File: src/rtl/usf_pkg.sv
package usf_pkg;

  // ---------------------------------------------------------------------------
  // Register map
  // ---------------------------------------------------------------------------
  localparam int unsigned ADDR_W         = 8;
  localparam logic [7:0]  OFS_STATUS     = 8'h00;
  localparam logic [7:0]  OFS_CTRL_ONE   = 8'h04;
  localparam logic [7:0]  OFS_CTRL_TWO   = 8'h08;
  localparam logic [7:0]  OFS_DIVISOR    = 8'h0C;
  localparam logic [7:0]  OFS_TX_BUF     = 8'h10;
  localparam logic [7:0]  OFS_RX_BUF     = 8'h14;

  // ---------------------------------------------------------------------------
  // Field positions
  // ---------------------------------------------------------------------------
  localparam int unsigned ST_TX_BUFFER_FULL_FLAG        = 0;
  localparam int unsigned ST_TX_BUSY_FLAG        = 1;
  localparam int unsigned ST_RX_BUFFER_FULL_FLAG        = 2;
  localparam int unsigned ST_PARITY_ERROR_FLAG        = 3;
  localparam int unsigned ST_FRAMING_ERROR_FLAG        = 4;
  localparam int unsigned ST_OVERRUN_FLAG        = 5;
  localparam int unsigned C1_TXE         = 0;
  localparam int unsigned C1_RXE         = 1;
  localparam int unsigned C1_STOP_BIT_COUNT_SEL        = 2;
  localparam int unsigned C1_PE          = 3;
  localparam int unsigned C1_ODD         = 4;
  localparam int unsigned C1_IRDA        = 5;
  localparam int unsigned C1_BRG_LO      = 6;
  localparam int unsigned C2_FILT_LO     = 3;

  // ---------------------------------------------------------------------------
  // Reset values and counts
  // ---------------------------------------------------------------------------
  localparam logic [7:0]  CTRL_ONE_RST   = 8'h00;
  localparam logic [7:0]  CTRL_TWO_RST   = 8'h00;
  localparam logic [7:0]  DIVISOR_RST    = 8'h00;
  localparam logic [4:0]  RT_SAMPLE_HI   = 5'h08;
  localparam logic [4:0]  RT_SAMPLE_LO   = 5'h06;
  localparam logic [3:0]  LAST_DATA_IDX  = 4'h8;
  localparam logic [3:0]  PARITY_IDX     = 4'h9;
  localparam logic [3:0]  BASE_LAST_IDX  = 4'h9;

  typedef enum logic [0:0] {RX_IDLE = 1'b0, RX_FRAME = 1'b1} usf_rx_state_t;
  typedef enum logic [0:0] {TX_IDLE = 1'b0, TX_SEND = 1'b1} usf_tx_state_t;

endpackage : usf_pkg

File: src/rtl/usf_uart.sv
// Chosen here: the register offsets and the APB interface to the registers.
`timescale 1ns/100ps
// Notes on behaviour
// - Receiver starts counting bit ticks on a falling receive edge while idle.
// - A received bit lasts 15, 16 or 17 ticks, counted down to zero.
// - Sample ticks eight, seven, six; the bit is the two-of-three majority.
// - Sampling ticks stay at eight to six for every bit length setting.
// - Start bit majority of one abandons the frame; next falling edge restarts.
// - Filter 00 off; 01, 10, 11 reject pulses under 1, 2, 4 tick periods.
// - Writing the transmit buffer sets full and sends the byte serially.
// - Frame is start, data, optional parity, then one or two stop bits.
// - Transmission start clears buffer full and raises a transmit request.
// - A second write before the load replaces the byte to be sent.
// - Transmit pin idles when disabled, before a first write, or in low power.
// - After the stop bits, data goes to the buffer, full set, receive request.
// - On overrun the new byte is dropped and the buffer stays unchanged.
// - Parity mismatch sets the parity error flag with a receive request.
// - Receive flags clear on buffer read only if seen set at the status read.
// - A buffer read that clears a parity error returns the received byte.
// - Stop bit sampled low sets the framing error flag with a receive request.
// - Data complete while the buffer is still full sets overrun with a request.
// - While overrun stays set, further frames are dropped with no request.
// - Dropped frames leave the parity and framing flags untouched.
// - Loading a received byte sets the receive buffer full flag.
// - Busy clears when a frame ends with nothing waiting; sets on restart.
// - The bit tick divides the selected base clock by divisor plus one.
module usf_uart (
  // Clock and reset
  input  wire logic                       pclk,
  input  wire logic                       presetn,
  // APB slave
  input  wire logic                       psel,
  input  wire logic                       penable,
  input  wire logic                       pwrite,
  input  wire logic [usf_pkg::ADDR_W-1:0] paddr,
  input  wire logic [31:0]                pwdata,
  output logic      [31:0]                prdata,
  output logic                            pready,
  output logic                            pslverr,
  // Power state and requests
  input  wire logic                       low_power_req,
  output logic                            tx_irq,
  output logic                            rx_irq,
  // Serial lines
  input  wire logic                       serial_rx_pin,
  output logic                            serial_tx_pin
);
  import usf_pkg::*;

  // ---------------------------------------------------------------------------
  // Registers and bus access
  // ---------------------------------------------------------------------------
  logic [7:0]  ctrl_one_reg, ctrl_two_reg, divisor_reg, rx_holding_buffer, tx_holding_buffer;
  logic [31:0] prdata_reg;
  logic [5:0]  armed_reg;
  logic        tx_buffer_full_flag, tx_busy_flag, rx_buffer_full_flag;
  logic        parity_error_flag, framing_error_flag, overrun_flag;
  logic        acc, wr_acc, rd_acc, mapped, wr_tx, rd_rx, rd_st;
  logic [31:0] rd_mux;
  logic [5:0]  status_bits;

  assign status_bits = {overrun_flag, framing_error_flag, parity_error_flag,
                        rx_buffer_full_flag, tx_busy_flag, tx_buffer_full_flag};
  assign mapped  = paddr == OFS_STATUS || paddr == OFS_CTRL_ONE || paddr == OFS_CTRL_TWO ||
                   paddr == OFS_DIVISOR || paddr == OFS_TX_BUF || paddr == OFS_RX_BUF;
  assign acc     = psel && penable;
  assign wr_acc  = acc && pwrite && mapped;
  assign rd_acc  = acc && !pwrite && mapped;
  assign wr_tx   = wr_acc && paddr == OFS_TX_BUF;
  assign rd_rx   = rd_acc && paddr == OFS_RX_BUF;
  assign rd_st   = rd_acc && paddr == OFS_STATUS;
  assign pready  = 1'b1;
  assign pslverr = acc && !mapped;
  assign prdata  = prdata_reg;

  always_comb begin
    case (paddr)
      OFS_STATUS:   rd_mux = {26'h000_0000, status_bits};
      OFS_CTRL_ONE: rd_mux = {24'h00_0000, ctrl_one_reg};
      OFS_CTRL_TWO: rd_mux = {24'h00_0000, ctrl_two_reg};
      OFS_DIVISOR:  rd_mux = {24'h00_0000, divisor_reg};
      OFS_RX_BUF:   rd_mux = {24'h00_0000, rx_holding_buffer};
      default:      rd_mux = 32'h0000_0000;
    endcase
  end

  // Read data is latched in the setup cycle so that it comes from a flip-flop.
  always_ff @(posedge pclk or negedge presetn) begin
    if (!presetn) begin
      prdata_reg <= 32'h0000_0000;
    end else if (psel && !penable && !pwrite) begin
      prdata_reg <= rd_mux;
    end
  end

  always_ff @(posedge pclk or negedge presetn) begin
    if (!presetn) begin
      ctrl_one_reg <= CTRL_ONE_RST;
      ctrl_two_reg <= CTRL_TWO_RST;
      divisor_reg  <= DIVISOR_RST;
    end else if (wr_acc) begin
      if (paddr == OFS_CTRL_ONE) begin
        ctrl_one_reg <= pwdata[7:0];
      end
      if (paddr == OFS_CTRL_TWO) begin
        ctrl_two_reg <= pwdata[7:0];
      end
      if (paddr == OFS_DIVISOR) begin
        divisor_reg <= pwdata[7:0];
      end
    end
  end

  // Flags shown by the last status read arm their clear on the next buffer read.
  always_ff @(posedge pclk or negedge presetn) begin
    if (!presetn) begin
      armed_reg <= 6'h00;
    end else if (rd_st) begin
      armed_reg <= prdata_reg[5:0];
    end else if (rd_rx) begin
      armed_reg <= 6'h00;
    end
  end

  logic       txe, rx_enable_bit, stop_bit_count_sel, pe, odd, irda;
  logic [1:0] base_clock_sel, filt_sel;
  logic [2:0] rtsel;
  assign txe      = ctrl_one_reg[C1_TXE];
  assign rx_enable_bit      = ctrl_one_reg[C1_RXE];
  assign stop_bit_count_sel     = ctrl_one_reg[C1_STOP_BIT_COUNT_SEL];
  assign pe       = ctrl_one_reg[C1_PE];
  assign odd      = ctrl_one_reg[C1_ODD];
  assign irda     = ctrl_one_reg[C1_IRDA];
  assign base_clock_sel      = ctrl_one_reg[C1_BRG_LO +: 2];
  assign filt_sel = ctrl_two_reg[C2_FILT_LO +: 2];
  assign rtsel    = ctrl_two_reg[2:0];

  // ---------------------------------------------------------------------------
  // Bit tick generation
  // ---------------------------------------------------------------------------
  logic [2:0] pre_cnt_reg;
  logic [7:0] div_cnt_reg;
  logic       base_en, bit_tick;

  // The base clock is pclk divided by 1, 2, 4 or 8 as the base clock select gives.
  assign base_en  = (pre_cnt_reg & ((3'h1 << base_clock_sel) - 3'h1)) == 3'h0;
  assign bit_tick = base_en && div_cnt_reg == divisor_reg;

  always_ff @(posedge pclk or negedge presetn) begin
    if (!presetn) begin
      pre_cnt_reg <= 3'h0;
      div_cnt_reg <= 8'h00;
    end else begin
      pre_cnt_reg <= pre_cnt_reg + 3'h1;
      if (bit_tick) begin
        div_cnt_reg <= 8'h00;
      end else if (base_en) begin
        div_cnt_reg <= div_cnt_reg + 8'h01;
      end
    end
  end

  // Last tick number of a bit; the alternating settings lengthen every odd bit.
  function automatic logic [4:0] rt_top(input logic [2:0] sel, input logic odd_bit);
    case (sel)
      3'h0:    rt_top = 5'h0F;
      3'h1:    rt_top = odd_bit ? 5'h10 : 5'h0F;
      3'h2:    rt_top = 5'h0E;
      3'h3:    rt_top = odd_bit ? 5'h0F : 5'h0E;
      3'h4:    rt_top = 5'h10;
      default: rt_top = 5'h0F;
    endcase
  endfunction : rt_top

  function automatic logic majority(input logic [2:0] s);
    majority = (s[0] & s[1]) | (s[0] & s[2]) | (s[1] & s[2]);
  endfunction : majority

  // ---------------------------------------------------------------------------
  // Receive noise filter
  // ---------------------------------------------------------------------------
  logic       rx_in, rx_filt_reg, rx_prev_reg;
  logic [2:0] filt_cnt_reg, filt_len;
  assign rx_in    = serial_rx_pin ^ irda;
  assign filt_len = 3'h1 << (filt_sel - 2'h1);

  always_ff @(posedge pclk or negedge presetn) begin
    if (!presetn) begin
      rx_filt_reg  <= 1'b1;
      filt_cnt_reg <= 3'h0;
    end else if (filt_sel == 2'h0) begin
      rx_filt_reg  <= rx_in;
      filt_cnt_reg <= 3'h0;
    end else if (rx_in == rx_filt_reg) begin
      filt_cnt_reg <= 3'h0;
    end else if (bit_tick) begin
      if (filt_cnt_reg + 3'h1 == filt_len) begin
        rx_filt_reg  <= rx_in;
        filt_cnt_reg <= 3'h0;
      end else begin
        filt_cnt_reg <= filt_cnt_reg + 3'h1;
      end
    end
  end

  // ---------------------------------------------------------------------------
  // Receiver
  // ---------------------------------------------------------------------------
  usf_rx_state_t rx_state_reg;
  logic [4:0] rx_rt_reg;
  logic [3:0] rx_idx_reg, last_idx;
  logic [2:0] rx_samp_reg;
  logic [7:0] rx_data_reg;
  logic       rx_fe_reg, rx_pbad_reg, rx_drop_reg, rx_fall, rx_bit_end, rx_bit, samp_we;
  logic       rx_store, ovr_set, rx_irq_reg;

  assign last_idx   = BASE_LAST_IDX + {3'h0, pe} + {3'h0, stop_bit_count_sel};
  assign rx_fall    = rx_prev_reg && !rx_filt_reg;
  assign rx_bit_end = rx_state_reg == RX_FRAME && bit_tick && rx_rt_reg == 5'h00;
  assign rx_bit     = majority(rx_samp_reg);
  assign samp_we    = rx_state_reg == RX_FRAME && bit_tick &&
                      rx_rt_reg >= RT_SAMPLE_LO && rx_rt_reg <= RT_SAMPLE_HI;
  assign ovr_set    = rx_bit_end && rx_idx_reg == LAST_DATA_IDX && rx_buffer_full_flag;
  assign rx_store   = rx_bit_end && rx_idx_reg == last_idx && !rx_drop_reg;

  always_ff @(posedge pclk or negedge presetn) begin
    if (!presetn) begin
      rx_prev_reg <= 1'b1;
    end else begin
      rx_prev_reg <= rx_filt_reg;
    end
  end

  always_ff @(posedge pclk or negedge presetn) begin
    if (!presetn) begin
      rx_state_reg <= RX_IDLE;
      rx_rt_reg    <= 5'h00;
      rx_idx_reg   <= 4'h0;
      rx_samp_reg  <= 3'h7;
      rx_data_reg  <= 8'h00;
      rx_fe_reg    <= 1'b0;
      rx_pbad_reg  <= 1'b0;
      rx_drop_reg  <= 1'b0;
    end else begin
      case (rx_state_reg)
        RX_IDLE: begin
          if (rx_enable_bit && rx_fall) begin
            rx_state_reg <= RX_FRAME;
            rx_rt_reg    <= rt_top(rtsel, 1'b0);
            rx_idx_reg   <= 4'h0;
            rx_fe_reg    <= 1'b0;
            rx_pbad_reg  <= 1'b0;
            rx_drop_reg  <= 1'b0;
          end
        end
        RX_FRAME: begin
          if (!rx_enable_bit) begin
            rx_state_reg <= RX_IDLE;
          end else if (samp_we) begin
            rx_samp_reg[rx_rt_reg[1:0] - 2'h2] <= rx_filt_reg;
            rx_rt_reg <= rx_rt_reg - 5'h01;
          end else if (rx_bit_end) begin
            rx_rt_reg  <= rt_top(rtsel, ~rx_idx_reg[0]);
            rx_idx_reg <= rx_idx_reg + 4'h1;
            if (rx_idx_reg == 4'h0 && rx_bit) begin
              rx_state_reg <= RX_IDLE;
            end else if (rx_idx_reg <= LAST_DATA_IDX && rx_idx_reg != 4'h0) begin
              rx_data_reg <= {rx_bit, rx_data_reg[7:1]};
            end else if (pe && rx_idx_reg == PARITY_IDX) begin
              rx_pbad_reg <= rx_bit != (^rx_data_reg ^ odd);
            end else if (!rx_bit && rx_idx_reg != 4'h0) begin
              rx_fe_reg <= 1'b1;
            end
            if (ovr_set || (rx_idx_reg == LAST_DATA_IDX && overrun_flag)) begin
              rx_drop_reg <= 1'b1;
            end
            if (rx_idx_reg == last_idx) begin
              rx_state_reg <= RX_IDLE;
            end
          end else if (bit_tick) begin
            rx_rt_reg <= rx_rt_reg - 5'h01;
          end
        end
        default: rx_state_reg <= RX_IDLE;
      endcase
    end
  end

  logic parity_error_flag_set, framing_error_flag_set;
  assign parity_error_flag_set = rx_store && (rx_pbad_reg || (pe && rx_idx_reg == PARITY_IDX &&
                    rx_bit != (^rx_data_reg ^ odd)));
  assign framing_error_flag_set = rx_store && (rx_fe_reg || !rx_bit);

  // Hardware sets win over a clearing buffer read in the same cycle.
  always_ff @(posedge pclk or negedge presetn) begin
    if (!presetn) begin
      rx_holding_buffer   <= 8'h00;
      rx_buffer_full_flag <= 1'b0;
      parity_error_flag   <= 1'b0;
      framing_error_flag  <= 1'b0;
      overrun_flag        <= 1'b0;
      rx_irq_reg          <= 1'b0;
    end else begin
      rx_irq_reg <= rx_store || (ovr_set && !overrun_flag);
      if (rx_store) begin
        rx_holding_buffer <= rx_data_reg;
      end
      if (rx_store) begin
        rx_buffer_full_flag <= 1'b1;
      end else if (rd_rx && armed_reg[ST_RX_BUFFER_FULL_FLAG]) begin
        rx_buffer_full_flag <= 1'b0;
      end
      if (parity_error_flag_set) begin
        parity_error_flag <= 1'b1;
      end else if (rd_rx && armed_reg[ST_PARITY_ERROR_FLAG]) begin
        parity_error_flag <= 1'b0;
      end
      if (framing_error_flag_set) begin
        framing_error_flag <= 1'b1;
      end else if (rd_rx && armed_reg[ST_FRAMING_ERROR_FLAG]) begin
        framing_error_flag <= 1'b0;
      end
      if (ovr_set) begin
        overrun_flag <= 1'b1;
      end else if (rd_rx && armed_reg[ST_OVERRUN_FLAG]) begin
        overrun_flag <= 1'b0;
      end
    end
  end
  assign rx_irq = rx_irq_reg;

  // ---------------------------------------------------------------------------
  // Transmitter
  // ---------------------------------------------------------------------------
  usf_tx_state_t tx_state_reg;
  logic [4:0]  tx_rt_reg;
  logic [3:0]  tx_idx_reg;
  logic [11:0] tx_shift_reg;
  logic        tx_end, tx_load, tx_irq_reg, tx_pin_reg;

  assign tx_end  = tx_state_reg == TX_SEND && bit_tick && tx_rt_reg == 5'h00 &&
                   tx_idx_reg == last_idx;
  assign tx_load = txe && !low_power_req && tx_buffer_full_flag &&
                   (tx_state_reg == TX_IDLE || tx_end);

  always_ff @(posedge pclk or negedge presetn) begin
    if (!presetn) begin
      tx_holding_buffer   <= 8'h00;
      tx_buffer_full_flag <= 1'b0;
    end else begin
      if (wr_tx) begin
        tx_holding_buffer <= pwdata[7:0];
      end
      if (wr_tx) begin
        tx_buffer_full_flag <= 1'b1;
      end else if (tx_load) begin
        tx_buffer_full_flag <= 1'b0;
      end
    end
  end

  always_ff @(posedge pclk or negedge presetn) begin
    if (!presetn) begin
      tx_state_reg <= TX_IDLE;
      tx_rt_reg    <= 5'h00;
      tx_idx_reg   <= 4'h0;
      tx_shift_reg <= 12'hFFF;
      tx_busy_flag <= 1'b0;
      tx_irq_reg   <= 1'b0;
    end else begin
      tx_irq_reg <= tx_load;
      case (tx_state_reg)
        TX_IDLE: begin
          if (tx_load) begin
            tx_state_reg <= TX_SEND;
            tx_busy_flag <= 1'b1;
          end
        end
        TX_SEND: begin
          if (!txe) begin
            tx_state_reg <= TX_IDLE;
            tx_busy_flag <= 1'b0;
          end else if (tx_end && !tx_load) begin
            tx_state_reg <= TX_IDLE;
            tx_busy_flag <= 1'b0;
          end else if (bit_tick && tx_rt_reg == 5'h00 && !tx_end) begin
            tx_rt_reg    <= rt_top(rtsel, ~tx_idx_reg[0]);
            tx_idx_reg   <= tx_idx_reg + 4'h1;
            tx_shift_reg <= {1'b1, tx_shift_reg[11:1]};
          end else if (bit_tick && tx_rt_reg != 5'h00) begin
            tx_rt_reg <= tx_rt_reg - 5'h01;
          end
        end
        default: tx_state_reg <= TX_IDLE;
      endcase
      if (tx_load) begin
        tx_rt_reg    <= rt_top(rtsel, 1'b0);
        tx_idx_reg   <= 4'h0;
        tx_shift_reg <= pe ? {2'b11, ^tx_holding_buffer ^ odd, tx_holding_buffer, 1'b0}
                           : {3'b111, tx_holding_buffer, 1'b0};
      end
    end
  end

  always_ff @(posedge pclk or negedge presetn) begin
    if (!presetn) begin
      tx_pin_reg <= 1'b1;
    end else if (!txe || low_power_req || tx_state_reg != TX_SEND) begin
      tx_pin_reg <= !irda;
    end else begin
      tx_pin_reg <= tx_shift_reg[0] ^ irda;
    end
  end
  assign serial_tx_pin = tx_pin_reg;
  assign tx_irq        = tx_irq_reg;
endmodule : usf_uart

File: config.mk
export PLATFORM = sky130hd
export DESIGN_NAME = usf_uart
export DESIGN_NICKNAME = d
export VERILOG_FILES = /design/src/rtl/usf_pkg.sv /design/src/rtl/usf_uart.sv
export SDC_FILE = /design/constraint.sdc
export NUM_CORES = 1
export LEC_CHECK = 0
export BUFFER_PORTS_ARGS = -buffer_cell sky130_fd_sc_hd__buf_2
export CORE_MARGIN = 2
export CORE_UTILIZATION = 54
export CTS_CLUSTER_SIZE = 28
export DETAILED_ROUTE_END_ITERATION = 10
export PLACE_DENSITY_LB_ADDON = 0.05
export SYNTH_ARGS = -nofsm -noshare
export SYNTH_HDL_FRONTEND = slang
export SYNTH_SLANG_ARGS = --single-unit
File: constraint.sdc
create_clock -name pclk -period 4.8 [get_ports pclk]
set_clock_uncertainty 0.2 [all_clocks]
set_input_delay 0.72 -clock pclk [delete_from_list [all_inputs] [get_ports pclk]]
set_output_delay 0.72 -clock pclk [all_outputs]
set_load 0.02 [all_outputs]
==> qor.yml, run 1 <==
place:
  io_buffers: 34
  dpl_cell_area_sq_mm: 0.00687
  place.gp.congestion: 0.846
  dp_hpwl_um: 11300
die:
  core_sq_mm: 0.0120
  top_level_ports: 84
  fp.dieH_um: 115
  rows: 40
  dieWidth_um: 115
  initial_core_util_pct: 55.5
  dieArea_sq_mm: 0.0133
final_layout:
  synthToLayoutAreaGrowth_pct: 11.7
  nets: 752
  fillers: 1019
  largest_reg_flops: 10
  fin_area_sq_mm: 0.00745
  insertedDiodeCount: 0
  drive_above_1_share_pct: 21.4
synth:
  yosys.area_share.simple_pct: 16.1
  synth.area.mux_share_pct: 9.92
  synth_ff_type: "dfrtp_1"
  syn_area_per_cell_sq_um: 10.2
  yosysSeqAreaShare_pct: 45.7
  synth_top_family_by_area: "simple AND/OR/NAND/NOR gates"
  synthAdderAreaFrac_pct: 2.78
  synth_enable_flop_cells: 0
  synth-seq-cells: 121
  async_reset_ff_share_pct: 100
  yosys_warnings: 0
  synth_compound_area_share_pct: 13.6
  synthXorXnorAreaFrac_pct: 5.98
  netlist_area_sq_mm: 0.00667
  ys_types: 74
  syn_inst: 655
drt:
  first_iter_violations: 378
  viasPerCell: 5.99
  wl_um: 15700
  ant_nets: 0
  drc: 0
  wl_per_cell_um: 18.5
  firstDrtPassIters: 4
  via_count: 5095
grt:
  grt_util_met1_pct: 36.1
  grt_pass1_wl_um: 26000
  overflow: 0
  grt_use_met3_pct: 4.90
  track_usage_pct: 25.8
  grt_pass1_vias: 4908
  antenna_found_initial: 0
  gr-max-usage-layer: "met2"
  gr-usage-met2_pct: 39.8
  grt_max_degree: 60
clock_tree:
  cts_resized: 0
  post_cts.repair.setup_buffers: 0
  cts_tree: "built"
  root_buffer: "clkbuf_16"
  clk_path_buf_depth: 2
  numCtsBuffers: 17
  h-tree-depth: 4
  clk_pin_slew_ps: 60
  cts_sinks: 121
  clk_latency_ps: 420
  hold_buffers: 0
timing:
  finalMaxSlewViolations: 0
  fin_crit_sh_pct: 68.3
  setup_tns_ps: 0
  rsz0062_at_grt: "no"
  maxSlewHeadroom_pct: 32.8
  fin_crit_ps: 3280
  tightest_slew_ps: 999
  max_freq_ghz: 0.305
  hold_viol_final: 0
  setup_violations: 0
power_and_ir_drop:
  power_leakage_nw: 3.36
  power.density_mw_per_mm2: 333
  p_sw_share_pct: 24.4
  comb_power_share_pct: 7.0
  netSwitchingPower_mw: 0.606
  p_int_mw: 1.88
  ir_worst_vdd_uv: 251
  p_seq_share_pct: 42.5
  p_clk_share_pct: 50.5
worst_setup_path:
  arrival_ps: 3390
  cp_max_fo: 15
  end_kind: "flip-flop"
  crit_type: "flip-flop to flip-flop"
  cp-start-kind: "flip-flop"
  worstPathRequired_ps: 4910
run:
  max-cap-violations: 0
status:
  outcome: "finished clean"
hold_path:
  hp-class: "primary input to asynchronous set/reset pin"
==> critical path, cell delays in order, from the launching register on <==
cell and delay, ps:
dfrtp_1 400, xor2_1 200, or4_4 620, nor3_4 570, and4_1 500, nand2_2 300
mux2_4 380
==> worst paths after layout <==
check	from	to	slack [ps]	depth (start not counted)
setup / recovery	divisor_reg[7]	rx_holding_buffer[6]	1520	6
hold / removal	presetn	rx_idx_reg[2]	170	1
setup reg to reg	divisor_reg[7]	rx_holding_buffer[6]	1520	6
hold reg to reg	rx_filt_reg	rx_prev_reg	220	0
max in group asynchronous	presetn	ctrl_two_reg[3]	3290	2
min in group pclk	rx_filt_reg	rx_prev_reg	220	0
==> routing by layer <==
layer | wire length [um] | up-vias
met4 | 378 | 0
met3 | 739 | 29
met5 | 0 | -
met2 | 7440 | 164
li1 | - | 2387
met1 | 7160 | 2515
==> cells in the final DEF, fill, tap and decap left out, types with 5 or more instances in the layout <==
master       n
or3_1        5
a31oi_1     17
nor2_1      49
nand3_1     16
a21oi_1     24
nor4_1       7
mux2i_1      5
a221oi_1     9
buf_2       33
nor3_1      16
and3_1       9
dfrtp_1    105
xor2_1      16
conb_1      25
inv_1       27
xnor2_1     27
o21ai_0     40
a22oi_1      5
mux2_2      45
nand2_1     54
nand4_1      6
nor2b_1      6
buf_4        6
dfstp_2     16
clkbuf_16   17
o22ai_1      6
mux2_4       7
ha_1        14
nand2b_1     6
a22o_1       5
==> logic make-up (layout without fill, tap and decap cells) <==
logic type | count (synthesis) | in the layout
simple gates | 202 | 202
compound gates | 141 | 141
flops | 121 | 121
buf+inv | 73 | 99
mux | 57 | 57
xor+xnor | 44 | 44
fa+ha+maj | 15 | 15
other cells | 2 | 25
==> cell type report <==
class	instances	area [sq um]	share of cell area (%)
inverters	28	105	1.41
well taps	147	184	2.47
clock buffers	21	460	6.18
clock inverters	11	121	1.63
multi-input cells	484	3320	44.6
repair buffers	39	210	2.82
flip-flops and latches	121	3050	40.9
==> power groups by stage <==
stage	combinational [mW]	clock, mW	sequential, mW
2_1_floorplan	0.114	0	1.08
3_3_place_gp	0.173	0	1.07
3_5_place_dp	0.176	0	1.07
4_1_cts	0.176	1.28	1.05
5_1_grt	0.195	1.33	1.05
6_report	0.175	1.25	1.05
==> cells in the mapped netlist, types with 17 or more instances <==
| master | count | share of area [%] |
|---|---|---|
| a31oi_1 | 17 | 1.6 |
| mux2_2 | 45 | 7.6 |
| nand2_1 | 54 | 3.0 |
| o21ai_0 | 40 | 3.0 |
| dfrtp_1 | 105 | 39 |
| inv_1 | 27 | 1.5 |
| a21oi_1 | 24 | 1.8 |
| buf_4 | 28 | 3.2 |
| xnor2_1 | 27 | 3.5 |
| nor2_1 | 49 | 2.8 |
==> through the flow <==
| stage | instances | utilization, % | setup WS [ps] | total power, mW | hold slack (ps) |
|---|---|---|---|---|---|
| after floorplan | 678 | - | 2140 | 1.19 | 186 |
| final | 851 | 62.0 | 1520 | 2.48 | 170 |
| after CTS | 851 | 62.0 | 1510 | 2.51 | 196 |
| after global routing | 851 | 62.0 | 1350 | 2.58 | 229 |
| after global placement | 819 | 57.2 | 1520 | 1.24 | 205 |
| after detailed placement | 819 | 57.2 | 1530 | 1.25 | 209 |
Note: power is estimated with default switching activity, not from simulation.
==> run 2: changes to the inputs <==
CORE_UTILIZATION = 53   (was 54)
clock period = 3 ns   (was 4.8 ns; I/O delays follow)
==> run 2 against run 1 <==
  * Clock-buffer cell count shrank 1
  * Cell count is 5.1% higher
  * Design area increased by 3.2%
  * Maximum frequency up 18%
  * Non-clock buffer count grew 22
  * Worst hold slack got worse by 39 ps
  * Sequential power rose by 60%
  * Via count is 0.86% higher
  * Die area is 1.8% higher
==> qor.yml, run 2 (same netlist as run 1, synthesis figures left out) <==
drt:
  first_iter_violations: 378  # unchanged
  wl_um: 16100  # was 15700 um
  wl_per_cell_um: 18.0  # was 18.5 um
  ant_nets: 0  # unchanged
  drc: 0  # unchanged
  via_count: 5139  # was 5095
  viasPerCell: 5.75  # was 5.99
  firstDrtPassIters: 5  # was 4
hold_path:
  hp-class: "primary input to flip-flop"  # was primary input to asynchronous set/reset pin
worst_setup_path:
  cp-start-kind: "flip-flop"  # unchanged
  cp_top_family: "simple AND/OR/NAND/NOR gates"  # unchanged
  cp_max_fo: 10  # was 15
  worstPathRequired_ps: 3090  # was 4910 ps
  arrival_ps: 2870  # was 3390 ps
  crit_buf_inv: 1  # was 0
  critical-path-max-stage-delay_ps: 510  # was 620 ps
  crit_type: "flip-flop to flip-flop"  # unchanged
  crit_chain: "inv_1 > ha_1 > or4b_4 > nor4_4 > a21oi_1 > nor2_2 > o21ai_0"  # was xor2_1 > or4_4 > nor3_4 > and4_1 > nand2_2 > mux2_4
  end_kind: "flip-flop"  # unchanged
  cp_slowest_cell: "or4b_4"  # was or4_4
final_layout:
  largest_reg_flops: 10  # unchanged
  nets: 774  # was 752
  insertedDiodeCount: 0  # unchanged
  drive_above_1_share_pct: 24.2  # was 21.4%
  synthToLayoutAreaGrowth_pct: 15.3  # was 11.7%
  final_common_cell: "dfrtp_1"  # unchanged
  fillers: 1021  # was 1019
  final_cell_mix: "dfrtp_1 (105), nand2_1 (54), nor2_1 (49), mux2_2 (45), o21ai_0 (40)"  # unchanged
die:
  dieWidth_um: 116  # was 115 um
  dieArea_sq_mm: 0.0135  # was 0.0133 sq mm
  initial_core_util_pct: 54.8  # was 55.5%
  core_sq_mm: 0.0122  # was 0.0120 sq mm
  top_level_ports: 84  # unchanged
  fp.dieH_um: 116  # was 115 um
  rows: 40  # unchanged
grt:
  overflow: 0  # unchanged
  grt_pass1_wl_um: 27000  # was 26000 um
  antenna_found_initial: 0  # unchanged
  grt_max_degree: 56  # was 60
  track_usage_pct: 26.3  # was 25.8%
  grt_pass1_vias: 5104  # was 4908
clock_tree:
  h-tree-depth: 4  # unchanged
  root_buffer: "clkbuf_16"  # unchanged
  cts_tree: "built"  # unchanged
  numCtsBuffers: 17  # unchanged
  cts_sinks: 121  # unchanged
  clk_latency_ps: 420  # about the same
  clk_path_buf_depth: 2  # unchanged
  clk_pin_slew_ps: 60  # about the same
timing:
  finalMaxSlewViolations: 0  # unchanged
  maxSlewHeadroom_pct: 51.2  # was 32.8%
  finalWorstSetupSlack_ps: 220  # was 1520 ps
  fin_crit_ps: 2780  # was 3280 ps
  setup_tns_ps: 0  # unchanged
  setup_violations: 0  # unchanged
  fin_crit_sh_pct: 92.7  # was 68.3%
  max_freq_ghz: 0.360  # was 0.305 GHz
  hold_viol_final: 0  # unchanged
  tightest_slew_ps: 732  # was 999 ps
  rsz0062_at_grt: "no"  # unchanged
  whs_ps: 131  # was 170 ps
power_and_ir_drop:
  power_leakage_nw: 3.47  # was 3.36 nW
  ir_worst_vdd_uv: 406  # was 251 uV
  power.density_mw_per_mm2: 527  # was 333 mW/mm^2
place:
  io_buffers: 34  # unchanged
  pre_cts_slack_ps: 129  # was 1530 ps
  dp_hpwl_um: 11700  # was 11300 um
  place.gp.congestion: 0.874  # was 0.846
run:
  max-cap-violations: 0  # unchanged
status:
  outcome: "finished clean"  # unchanged
[run 2: cell count changes in the layout (fill, tap and decap cells not counted), sizes merged]
cell and change:
clkinv -4, buf +21, clkbuf -1, clkinvlp +3
dlygate4sd3 +1, inv +2
[run 2: final timing paths]
path                                     from              end  slack [ps]  cells past startpoint
min in group asynchronous             presetn     rx_rt_reg[3]         440                      2
worst max-delay path             tx_rt_reg[0]    tx_idx_reg[0]         220                      7
worst max register to register   tx_rt_reg[0]    tx_idx_reg[0]         220                      7
max in group asynchronous             presetn  tx_shift_reg[1]        1390                      3
worst min register to register    rx_filt_reg      rx_prev_reg         220                      0
worst min-delay path            low_power_req    serial_tx_pin         130                      3
[run 2: per-layer routing]
| metal | GRT usage (%) | share of wire, % | routed length (um) | vias to the layer above |
|---|---|---|---|---|
| met5 | 0 | 0 | 0 | - |
| li1 | - | - | - | 2429 |
| met2 | 41.8 | 48 | 7760 | 116 |
| met1 | 36.1 | 46 | 7350 | 2574 |
| met3 | 5.66 | 4.2 | 669 | 20 |
| met4 | 8.81 | 1.9 | 310 | 0 |
[run 2: tightest hold or removal path, stage by stage]
cell and delay [ps]:
buf_2 100, nor3_1 70, xnor2_1 120
[run 2: cell type report]
cell class	count	area, sq um	area share (%)
sequential	121	3050	39.7
tap	168	210	2.73
inverter	28	105	1.37
clock inverter	12	141	1.84
clock buffer	20	457	5.94
multi-input combinational	484	3330	43.4
timing repair buffer	61	390	5.08
[run 2: metrics by stage]
| step | utilization (%) | power [mW] | instances | cell area [sq um] |
|---|---|---|---|---|
| 5_1_grt | 63.2 | 4.20 | 894 | 7690 |
| 4_1_cts | 63.1 | 4.09 | 893 | 7670 |
| 2_1_floorplan | - | 1.90 | 678 | 6760 |
| 6_report | 63.2 | 4.05 | 894 | 7690 |
| 3_3_place_gp | 58.1 | 2.01 | 860 | 7060 |
| 3_5_place_dp | 58.1 | 2.02 | 860 | 7060 |
[run 2: repair_timing]
action | in CTS | in global routing
resized for setup | 0 | 3
setup buffers | 0 | 1
endpoints found under the setup margin | 0 | 14
hold buffers | 1 | 0
endpoints found under the hold margin | 46 | 0
[run 2: where the power goes]
| group | switching [mW] | internal (mW) |
|---|---|---|
| Sequential | 0.0264 | 1.66 |
| Combinational | 0.206 | 0.102 |
| Clock | 0.786 | 1.28 |
